==> src/hw/plr_pkg.sv <==
// package for the port control and link request register bank
// assumes a 32-bit plain register port and four serial ports
package plr_pkg;
    localparam int unsigned num_ports = 4;
    // ------------------------------------------------------------
    // register offsets (byte addresses)
    // ------------------------------------------------------------
    localparam logic [7:0] off_prescale = 8'h20;
    localparam logic [7:0] off_rsp_timeout = 8'h00;
    localparam logic [7:0] off_gen_ctl = 8'h04;
    localparam logic [7:0] off_lm_req0 = 8'h40;
    localparam logic [7:0] off_lm_resp0 = 8'h60;
    localparam logic [7:0] off_port_stride = 8'h08;
    // ------------------------------------------------------------
    // field positions
    // ------------------------------------------------------------
    localparam int unsigned rt_value_lsb = 8;
    localparam int unsigned gen_host_bit = 31;
    localparam int unsigned gen_master_bit = 30;
    localparam int unsigned gen_disc_bit = 29;
    localparam int unsigned resp_valid_bit = 31;
    localparam int unsigned ack_lsb = 5;
    // ------------------------------------------------------------
    // reset values and timing
    // ------------------------------------------------------------
    localparam logic [23:0] rst_rt_value = 24'hffffff;
    localparam logic [3:0] rst_prescale = 4'h0;
    localparam logic [3:0] rt_tick_mult = 4'hf;
    localparam logic [2:0] rst_command = 3'h0;

    typedef struct packed {
        logic [4:0] ack_sequence_state;
        logic [4:0] link_status;
    } plr_resp_type;

    typedef struct packed {
        logic [7:0] addr;
        logic [31:0] wdata;
        logic wr;
        logic rd;
    } plr_bus_type;
endpackage : plr_pkg

==> src/hw/plr_port_ctl.sv <==
// port control registers, link request issue and response time-outs
// assumes a single 50 mhz clock; link side signals come from logic on the same clock
// How it works
// RL1 - one 24-bit response time-out in bits 31-8 shared by all ports
// RL2 - time-out runs from request packet sent until its response arrives
// RL3 - duration is 15 times (prescale+1) clocks times the time-out value
// RL4 - prescale factor comes from the separate prescale register at 0x0020
// RL5 - general control bit 31 marks host (1) or agent (0)
// RL6 - bit 30 clear forbids originating requests, only answers allowed; here it only blocks the time-out timer start, link requests still issue
// RL7 - bit 29 records that a configuring element discovered this device
// RL8 - four independent link maintenance request registers, one per port
// RL9 - a write to a request register sends one link-request symbol, or replaces the command of one still pending
// RL10 - symbol carries the 3-bit command from bits 2-0
// RL11 - reading the command returns the last written value
// RL12 - valid bit 31 set on response, or on send when no response is expected; clears on read
// RL13 - capture ack sequence state into 9-5 and link status into 4-0
// RL14 - one timer per port, restarted by each request sent while bit 30 is set and the time-out is non-zero; expiry reported as event
`timescale 1ns/1ps
module plr_port_ctl (
    input wire logic clk,
    input wire logic arst_n,
    input wire plr_pkg::plr_bus_type bus,
    output logic [31:0] rdata,
    output logic host_role,
    output logic master_enable,
    output logic discovered,
    output logic [3:0] lreq_valid,
    output logic [11:0] lreq_command,
    input wire logic [3:0] lreq_ready,
    input wire logic [3:0] lreq_no_resp,
    input wire logic [3:0] lresp_valid,
    input wire plr_pkg::plr_resp_type [3:0] lresp,
    input wire logic [3:0] pkt_req_sent,
    input wire logic [3:0] pkt_resp_rcvd,
    output logic [3:0] rsp_timeout_event
);
    // ------------------------------------------------------------
    // state
    // ------------------------------------------------------------
    logic [23:0] rt_value, next_rt_value;
    logic [3:0] prescale, next_prescale;
    logic host, next_host, mst, next_mst, disc, next_disc;
    logic [2:0] cmd [4], next_cmd [4];
    logic [3:0] pend, next_pend;
    logic [3:0] wait_resp, next_wait_resp;
    logic [3:0] resp_vld, next_resp_vld;
    plr_pkg::plr_resp_type resp [4], next_resp [4];
    logic [31:0] next_rdata;
    logic [7:0] pre_cnt [4], next_pre_cnt [4];
    logic [7:0] tick_end;
    logic [3:0] rt_run, next_rt_run;
    logic [23:0] rt_cnt [4], next_rt_cnt [4];
    logic [3:0] next_to_evt;

    function automatic logic hit(input logic [7:0] a, input logic [7:0] base, input int unsigned n);
        hit = (a == 8'(base + 8'(n) * plr_pkg::off_port_stride));
    endfunction : hit

    // ------------------------------------------------------------
    // register writes and reads
    // ------------------------------------------------------------
    always_comb begin
        next_rt_value = rt_value;
        next_prescale = prescale;
        next_host = host;
        next_mst = mst;
        next_disc = disc;
        next_rdata = 32'h0;
        if (bus.wr && bus.addr == plr_pkg::off_rsp_timeout) begin
            next_rt_value = bus.wdata[31:plr_pkg::rt_value_lsb]; // RL1
        end
        if (bus.wr && bus.addr == plr_pkg::off_prescale) begin
            next_prescale = bus.wdata[3:0]; // RL4
        end
        if (bus.wr && bus.addr == plr_pkg::off_gen_ctl) begin
            next_host = bus.wdata[plr_pkg::gen_host_bit]; // RL5
            next_mst = bus.wdata[plr_pkg::gen_master_bit]; // RL6
            next_disc = bus.wdata[plr_pkg::gen_disc_bit]; // RL7
        end
        if (bus.rd) begin
            if (bus.addr == plr_pkg::off_rsp_timeout) begin
                next_rdata = {rt_value, 8'h00};
            end else if (bus.addr == plr_pkg::off_prescale) begin
                next_rdata = {28'h0, prescale};
            end else if (bus.addr == plr_pkg::off_gen_ctl) begin
                next_rdata = {host, mst, disc, 29'h0};
            end
            for (int i = 0; i < 4; i++) begin
                if (hit(bus.addr, plr_pkg::off_lm_req0, i)) begin
                    next_rdata = {29'h0, cmd[i]}; // RL11
                end
                if (hit(bus.addr, plr_pkg::off_lm_resp0, i)) begin
                    next_rdata = {resp_vld[i], 21'h0, resp[i]}; // RL13
                end
            end
        end
    end

    // ------------------------------------------------------------
    // per-port link request and response capture
    // ------------------------------------------------------------
    always_comb begin
        next_pend = pend;
        next_wait_resp = wait_resp;
        next_resp_vld = resp_vld;
        for (int i = 0; i < 4; i++) begin // RL8
            next_cmd[i] = cmd[i];
            next_resp[i] = resp[i];
            // read clear first so a set in the same cycle wins
            if (bus.rd && hit(bus.addr, plr_pkg::off_lm_resp0, i)) begin
                next_resp_vld[i] = 1'b0; // RL12
            end
            if (pend[i] && lreq_ready[i]) begin
                next_pend[i] = 1'b0;
                if (lreq_no_resp[i]) begin
                    next_resp_vld[i] = 1'b1; // RL12
                end else begin
                    next_wait_resp[i] = 1'b1;
                end
            end
            if (wait_resp[i] && lresp_valid[i]) begin
                next_wait_resp[i] = 1'b0;
                next_resp_vld[i] = 1'b1; // RL12
                next_resp[i] = lresp[i]; // RL13
            end
            if (bus.wr && hit(bus.addr, plr_pkg::off_lm_req0, i)) begin
                next_cmd[i] = bus.wdata[2:0]; // RL10
                next_pend[i] = 1'b1; // RL9
                next_wait_resp[i] = 1'b0;
            end
        end
    end

    // ------------------------------------------------------------
    // response time-out: per-port prescaler, one step every 15*(prescale+1) clocks
    // ------------------------------------------------------------
    always_comb begin
        tick_end = 8'(8'(prescale) * 8'(plr_pkg::rt_tick_mult) + 8'(plr_pkg::rt_tick_mult) - 8'h01); // RL3
        next_rt_run = rt_run;
        next_to_evt = 4'h0;
        for (int i = 0; i < 4; i++) begin // RL14
            next_rt_cnt[i] = rt_cnt[i];
            next_pre_cnt[i] = pre_cnt[i];
            if (pkt_req_sent[i] && mst && rt_value != 24'h0) begin // RL6
                next_rt_run[i] = 1'b1; // RL2
                next_rt_cnt[i] = rt_value; // RL1
                next_pre_cnt[i] = 8'h00; // RL3
            end else if (rt_run[i] && pkt_resp_rcvd[i]) begin
                next_rt_run[i] = 1'b0; // RL2
            end else if (rt_run[i]) begin
                if (pre_cnt[i] >= tick_end) begin
                    next_pre_cnt[i] = 8'h00;
                    next_rt_cnt[i] = rt_cnt[i] - 24'h1;
                    if (rt_cnt[i] == 24'h1) begin
                        next_rt_run[i] = 1'b0;
                        next_to_evt[i] = 1'b1; // RL14
                    end
                end else begin
                    next_pre_cnt[i] = pre_cnt[i] + 8'h01;
                end
            end
        end
    end

    // ------------------------------------------------------------
    // control registers and read data
    // ------------------------------------------------------------
    always_ff @(posedge clk or negedge arst_n) begin
        if (!arst_n) begin
            rt_value <= plr_pkg::rst_rt_value;
            prescale <= plr_pkg::rst_prescale;
            host <= 1'b0;
            mst <= 1'b0;
            disc <= 1'b0;
            rdata <= 32'h0;
            host_role <= 1'b0;
            master_enable <= 1'b0;
            discovered <= 1'b0;
        end else begin
            rt_value <= next_rt_value;
            prescale <= next_prescale;
            host <= next_host;
            mst <= next_mst;
            disc <= next_disc;
            rdata <= next_rdata;
            host_role <= next_host;
            master_enable <= next_mst;
            discovered <= next_disc;
        end
    end

    // ------------------------------------------------------------
    // per-port request and response state
    // ------------------------------------------------------------
    always_ff @(posedge clk or negedge arst_n) begin
        if (!arst_n) begin
            pend <= 4'h0;
            wait_resp <= 4'h0;
            resp_vld <= 4'h0;
            lreq_valid <= 4'h0;
            lreq_command <= 12'h000;
            for (int i = 0; i < 4; i++) begin
                cmd[i] <= plr_pkg::rst_command;
                resp[i] <= '0;
            end
        end else begin
            pend <= next_pend;
            wait_resp <= next_wait_resp;
            resp_vld <= next_resp_vld;
            lreq_valid <= next_pend;
            lreq_command <= {next_cmd[3], next_cmd[2], next_cmd[1], next_cmd[0]};
            for (int i = 0; i < 4; i++) begin
                cmd[i] <= next_cmd[i];
                resp[i] <= next_resp[i];
            end
        end
    end

    // ------------------------------------------------------------
    // per-port time-out counters
    // ------------------------------------------------------------
    always_ff @(posedge clk or negedge arst_n) begin
        if (!arst_n) begin
            rt_run <= 4'h0;
            rsp_timeout_event <= 4'h0;
            for (int i = 0; i < 4; i++) begin
                pre_cnt[i] <= 8'h00;
                rt_cnt[i] <= 24'h0;
            end
        end else begin
            rt_run <= next_rt_run;
            rsp_timeout_event <= next_to_evt;
            for (int i = 0; i < 4; i++) begin
                pre_cnt[i] <= next_pre_cnt[i];
                rt_cnt[i] <= next_rt_cnt[i];
            end
        end
    end
endmodule : plr_port_ctl

==> config.mk <==
export PLATFORM = sky130hd
export DESIGN_NAME = plr_port_ctl
export DESIGN_NICKNAME = d
export VERILOG_FILES = /design/src/hw/plr_pkg.sv /design/src/hw/plr_port_ctl.sv
export SDC_FILE = /design/constraint.sdc
export NUM_CORES = 1
export LEC_CHECK = 0
export BUFFER_PORTS_ARGS = -buffer_cell sky130_fd_sc_hd__buf_2
export CAP_MARGIN = 40
export CORE_ASPECT_RATIO = 0.9
export CORE_MARGIN = 2
export CORE_UTILIZATION = 39
export DETAILED_ROUTE_END_ITERATION = 8
export PLACE_DENSITY_LB_ADDON = 0.1
export RECOVER_POWER = 50
export SLEW_MARGIN = 20
export SYNTH_ARGS = -nofsm -noshare
export SYNTH_HDL_FRONTEND = slang
export SYNTH_SLANG_ARGS = --single-unit
==> constraint.sdc <==
create_clock -name clk -period 6.3 [get_ports clk]
set_input_delay 0.63 -clock clk [delete_from_list [all_inputs] [get_ports clk]]
set_output_delay 0.63 -clock clk [all_outputs]
set_load 0.01 [all_outputs]
==> results.md <==
CTS:
- TritonCTS built the clock tree.
- Clock tree synthesis inserted a total of 31 buffers.
- The buffer cell driving the clock tree root is clkbuf_16.
- The number of gates given a new drive strength after cts is 0.
- In this run the number of H-tree levels came out at 1.
- Counting along the longest clock path gives a buffer depth of 3.
- For this design, the CTS-stage hold fixing added 0 buffers.
- Once the clock tree was built, the setup fixing pass inserted 0 buffers.
- The clock slew seen by the registers of the worst setup and hold paths is 0.06 ns.
- At the later pin of the worst-skew pair, clock insertion delay measures 0.58 ns.
- The clock net in this run drives a total of 263 sinks.

Power:
- Per report_power, the combinational group accounts for 25.5% of the total.
- VDD sags by at most 0.2309 mV.
- In this run switching power makes up 34.94% of total power.
- The leakage power summed over all cells is 7.620 nW.
- The internal power contribution is 3.689 mW.
- The net switching power is 1.982 mW.
- The power density relative to cell area is 340.6 nW/um^2.
- The share of total power dissipated in sequential elements is 42.7%.
- In this run, the clock network consumes 31.8% of the power.

Critical path:
- Data arrives at the worst endpoint at 6.24 ns.
- The largest driver fanout on the critical path is 8.
- The critical path start-end classification is reg2reg.
- For this design, the slowest cell found on the critical path is a2111oi_1.
- In this design, the stage delay of the slowest critical-path cell is 0.72 ns.
- The required time of the worst setup path is 6.74 ns.
- Tracing the worst setup path back leads to its startpoint at prescale[1]$_DFFE_PN0P_.
- The endpoint kind of the worst setup timing path is a register.
- In this run the critical register-to-register path is launched from prescale[1]$_DFFE_PN0P_.
- Walking the worst path, the cells encountered are inv_1, ha_1, xnor2_1, xnor2_1, inv_1, fa_1, fa_1, xor2_1, ha_1, a21o_1, a21oi_1, o21ai_0, a2111oi_1, o22ai_1, and3_1, or3_1.
- The critical path launch point type is a register.

STA:
- The final count of pins violating max slew is 114.
- Setup repair after global routing left no endpoint under its margin.
- The count of final setup violators is 0.
- The final worst-path cycle share is 92.08%.
- The worst path in the final design needs a cycle of 5.801 ns, including I/O delays and setup.
- The transition time at the pin with the least slew margin is 5.189 ns.
- Based on the critical path, the design can be clocked at up to 0.1724 GHz.
- The number of hold violations in the final report was 0.
- The sum of negative setup slack is 0 ns.
- The worst slack on hold paths is 0.2707 ns.
- The headroom to the max-slew limit is -245.9%.
- The setup skew after layout is 0.02524 ns.

Global routing:
- Entering global routing, the biggest net connects 152 pins.
- The first global-routing pass estimated 68520 um of wire.
- The global routing usage summed across all routing layers is 22.86%.
- The number of antenna violations at the first check in global routing is 0.
- The via count of the first global-routing pass came to 11670.
- Global routing finished with a remaining overflow of 0.

Drt:
- The number of iterations in the first detailed-routing pass is 6.
- The via count is 12270.
- The routed wirelength normalized by instance count is 20.87 um.
- After detailed routing, the number of remaining DRC violations is 0.
- The post-detailed-routing wire length is 44180 um.
- The post-route antenna net violation count is 0.
- The number of DRC violations after detailed-routing iteration 0 is 1085.
- The detailed-route vias per instance is 5.797.

Place:
- At the end of routability-driven placement, the weighted congestion stood at 0.7703.
- Once detailed placement completed, the half-perimeter wirelength came to 29460 um.
- The count of buffers from port buffering is 154.

Synth:
- The leading register cell type out of synthesis is dfrtp_1.
- The number of flops mapped to enable cells by yosys is 0.
- The flip-flop and latch count after synthesis is 263.
- The total nets after synthesis is 1655.
- The cell area after synthesis is 14410 sq um.
- The share of async-settable or async-resettable flops after synthesis is 100.0%.
- The synthesized instance count is 1493.
- After synthesis, flip-flops and latches occupy 45.88% of the total area.
- Each instance of the synthesized netlist takes up on average 9.653 sq um.
- The count of yosys warnings during synthesis is 0.
- The synthesized netlist contains 73 unique library cells.

Die:
- The die outline width is 206.6 um.
- The die span in y is 186.4 um.
- The die area is 38510 sq um.
- The standard cell core area is 36250 sq um.
- The row count is 66.
- Once the floorplan was initialized, standard cells occupied 39.75% of the core.
- The number of top-level pins is 159.

Cells and area:
- The total inserted antenna cells is 0.
- The leading cell type in the layout, fill and taps excluded is dfrtp_1.
- After the last flow step, the layout net total stands at 1779.
- The post-route netlist has 22.12% of its cells at a drive strength greater than 1.
- In the layout the commonest cells are dfrtp_1, buf_2, nor2_1, nand2_1, a31oi_1.
- The post-synthesis to final-layout area growth is 15.54%.

Min path:
- The worst hold path begins at lreq_ready[1].
- The worst hold-check path type is in2reg.

Job:
- Max-cap violations in this run came to 1.

Run status:
- The run finished, with violations left.
- The checks that failed: max-capacitance violations, max-slew violations.
[cells by family (layout without fill, tap and decap cells)]
| group | Yosys count | after routing | share of synthesized area [%] |
|---|---|---|---|
| fa+ha+maj | 61 | 61 | 5.461 |
| mux | 95 | 95 | 7.345 |
| xor+xnor | 8 | 8 | 0.4861 |
| flops | 263 | 263 | 45.88 |
| simple gates | 609 | 609 | 22.25 |
| buf+inv | 127 | 275 | 3.369 |
| compound gates | 330 | 330 | 15.21 |
[power groups by stage]
stage               Combinational [mW]  Sequential (mW)  Clock [mW]
global route                      1.65             2.48        1.91
finish                            1.45             2.42        1.80
CTS                               1.45             2.41        1.85
floorplan                         1.09             2.31           0
detailed placement                1.44             2.43           0
global placement                  1.39             2.42           0
[critical path: cells and delay by family (launching register included)]
| kind | cells | cell delay, ns |
|---|---|---|
| compound gates | 5 | 1.47 |
| xor+xnor | 3 | 0.98 |
| fa+ha+maj | 4 | 1.88 |
| buf+inv | 2 | 0.17 |
| flops | 1 | 0.52 |
| simple gates | 2 | 0.64 |
[final cells by class]
cell class                 instances  area, sq um
timing repair buffer             174        945.9
multi-input combinational       1103         7323
clock inverter                    12        121.4
sequential                       263         6611
clock buffer                      45        888.4
fill                            3477        19600
inverter                          44        165.2
tap                              476        595.6
[layer usage]
layer / part of all wire [%] / GRT usage [%] / routed length [um]
met1: 49 / 36.07 / 21570
met2: 43 / 33.50 / 19160
met3: 6.2 / 3.161 / 2732
met4: 1.6 / 3.709 / 708
met5: 0 / 0 / 0
[cell usage after synthesis (7+ instances only)]
cell / n / area [sq um]
dfrtp_1: 239 / 5981
nor2_1: 134 / 503.0
nand2_1: 124 / 465.5
a31oi_1: 94 / 588.1
mux2_2: 86 / 968.4
clkbuf_1: 73 / 274.0
o21ai_0: 68 / 340.3
nand3_1: 65 / 325.3
ha_1: 54 / 675.7
or3_1: 51 / 319.1
or4_1: 49 / 367.9
inv_1: 43 / 161.4
a21oi_1: 37 / 185.2
nor3_1: 35 / 175.2
and2_1: 34 / 212.7
o31ai_1: 32 / 240.2
dfstp_2: 24 / 630.6
or2_2: 22 / 137.6
nor4_1: 20 / 125.1
and3_1: 14 / 87.58
nand2b_1: 14 / 87.58
o211ai_1: 13 / 97.59
nand4b_1: 11 / 96.34
o41ai_1: 11 / 96.34
a21o_1: 10 / 75.07
nand4_1: 10 / 62.56
mux2i_1: 9 / 90.09
a22oi_1: 7 / 52.55
buf_2: 7 / 35.03
nand3b_1: 7 / 52.55
o21a_1: 7 / 52.55
[sequential cells by signal (all words and copies together) (netlist names), 9 cells and up]
register and count:
resp 40, rt_value 24, rdata 32, rt_cnt 96, pre_cnt 32, cmd 9
[through the flow]
| stage | cells | area, sq um | power, mW | utilization (%) | setup slack [ns] |
|---|---|---|---|---|---|
| floorplan | 1493 | 14410 | 3.393 | - | 1.434 |
| global placement | 2058 | 15620 | 3.819 | 43.08 | 0.6945 |
| detailed placement | 2059 | 15640 | 3.880 | 43.14 | 0.5747 |
| CTS | 2116 | 16650 | 5.710 | 45.92 | 0.5317 |
| global route | 2117 | 16650 | 6.040 | 45.93 | 0.1302 |
| finish | 2117 | 16650 | 5.671 | 45.93 | 0.4989 |
[path summary, 6_finish.rpt]
path	end	slack, ns	cells after the start
min in group asynchronous	rdata[18]$_DFF_PN0_	1.98	1
min	pend[1]$_DFFE_PN0P_	0.27	2
max	rt_cnt[70]$_DFFE_PN0P_	0.50	16
max reg2reg	rt_cnt[70]$_DFFE_PN0P_	0.50	16
min reg2reg	rdata[9]$_DFF_PN0_	0.48	1
max in group asynchronous	cmd[10]$_DFFE_PN0P_	1.35	1
Power figures use the tool's default switching activity.
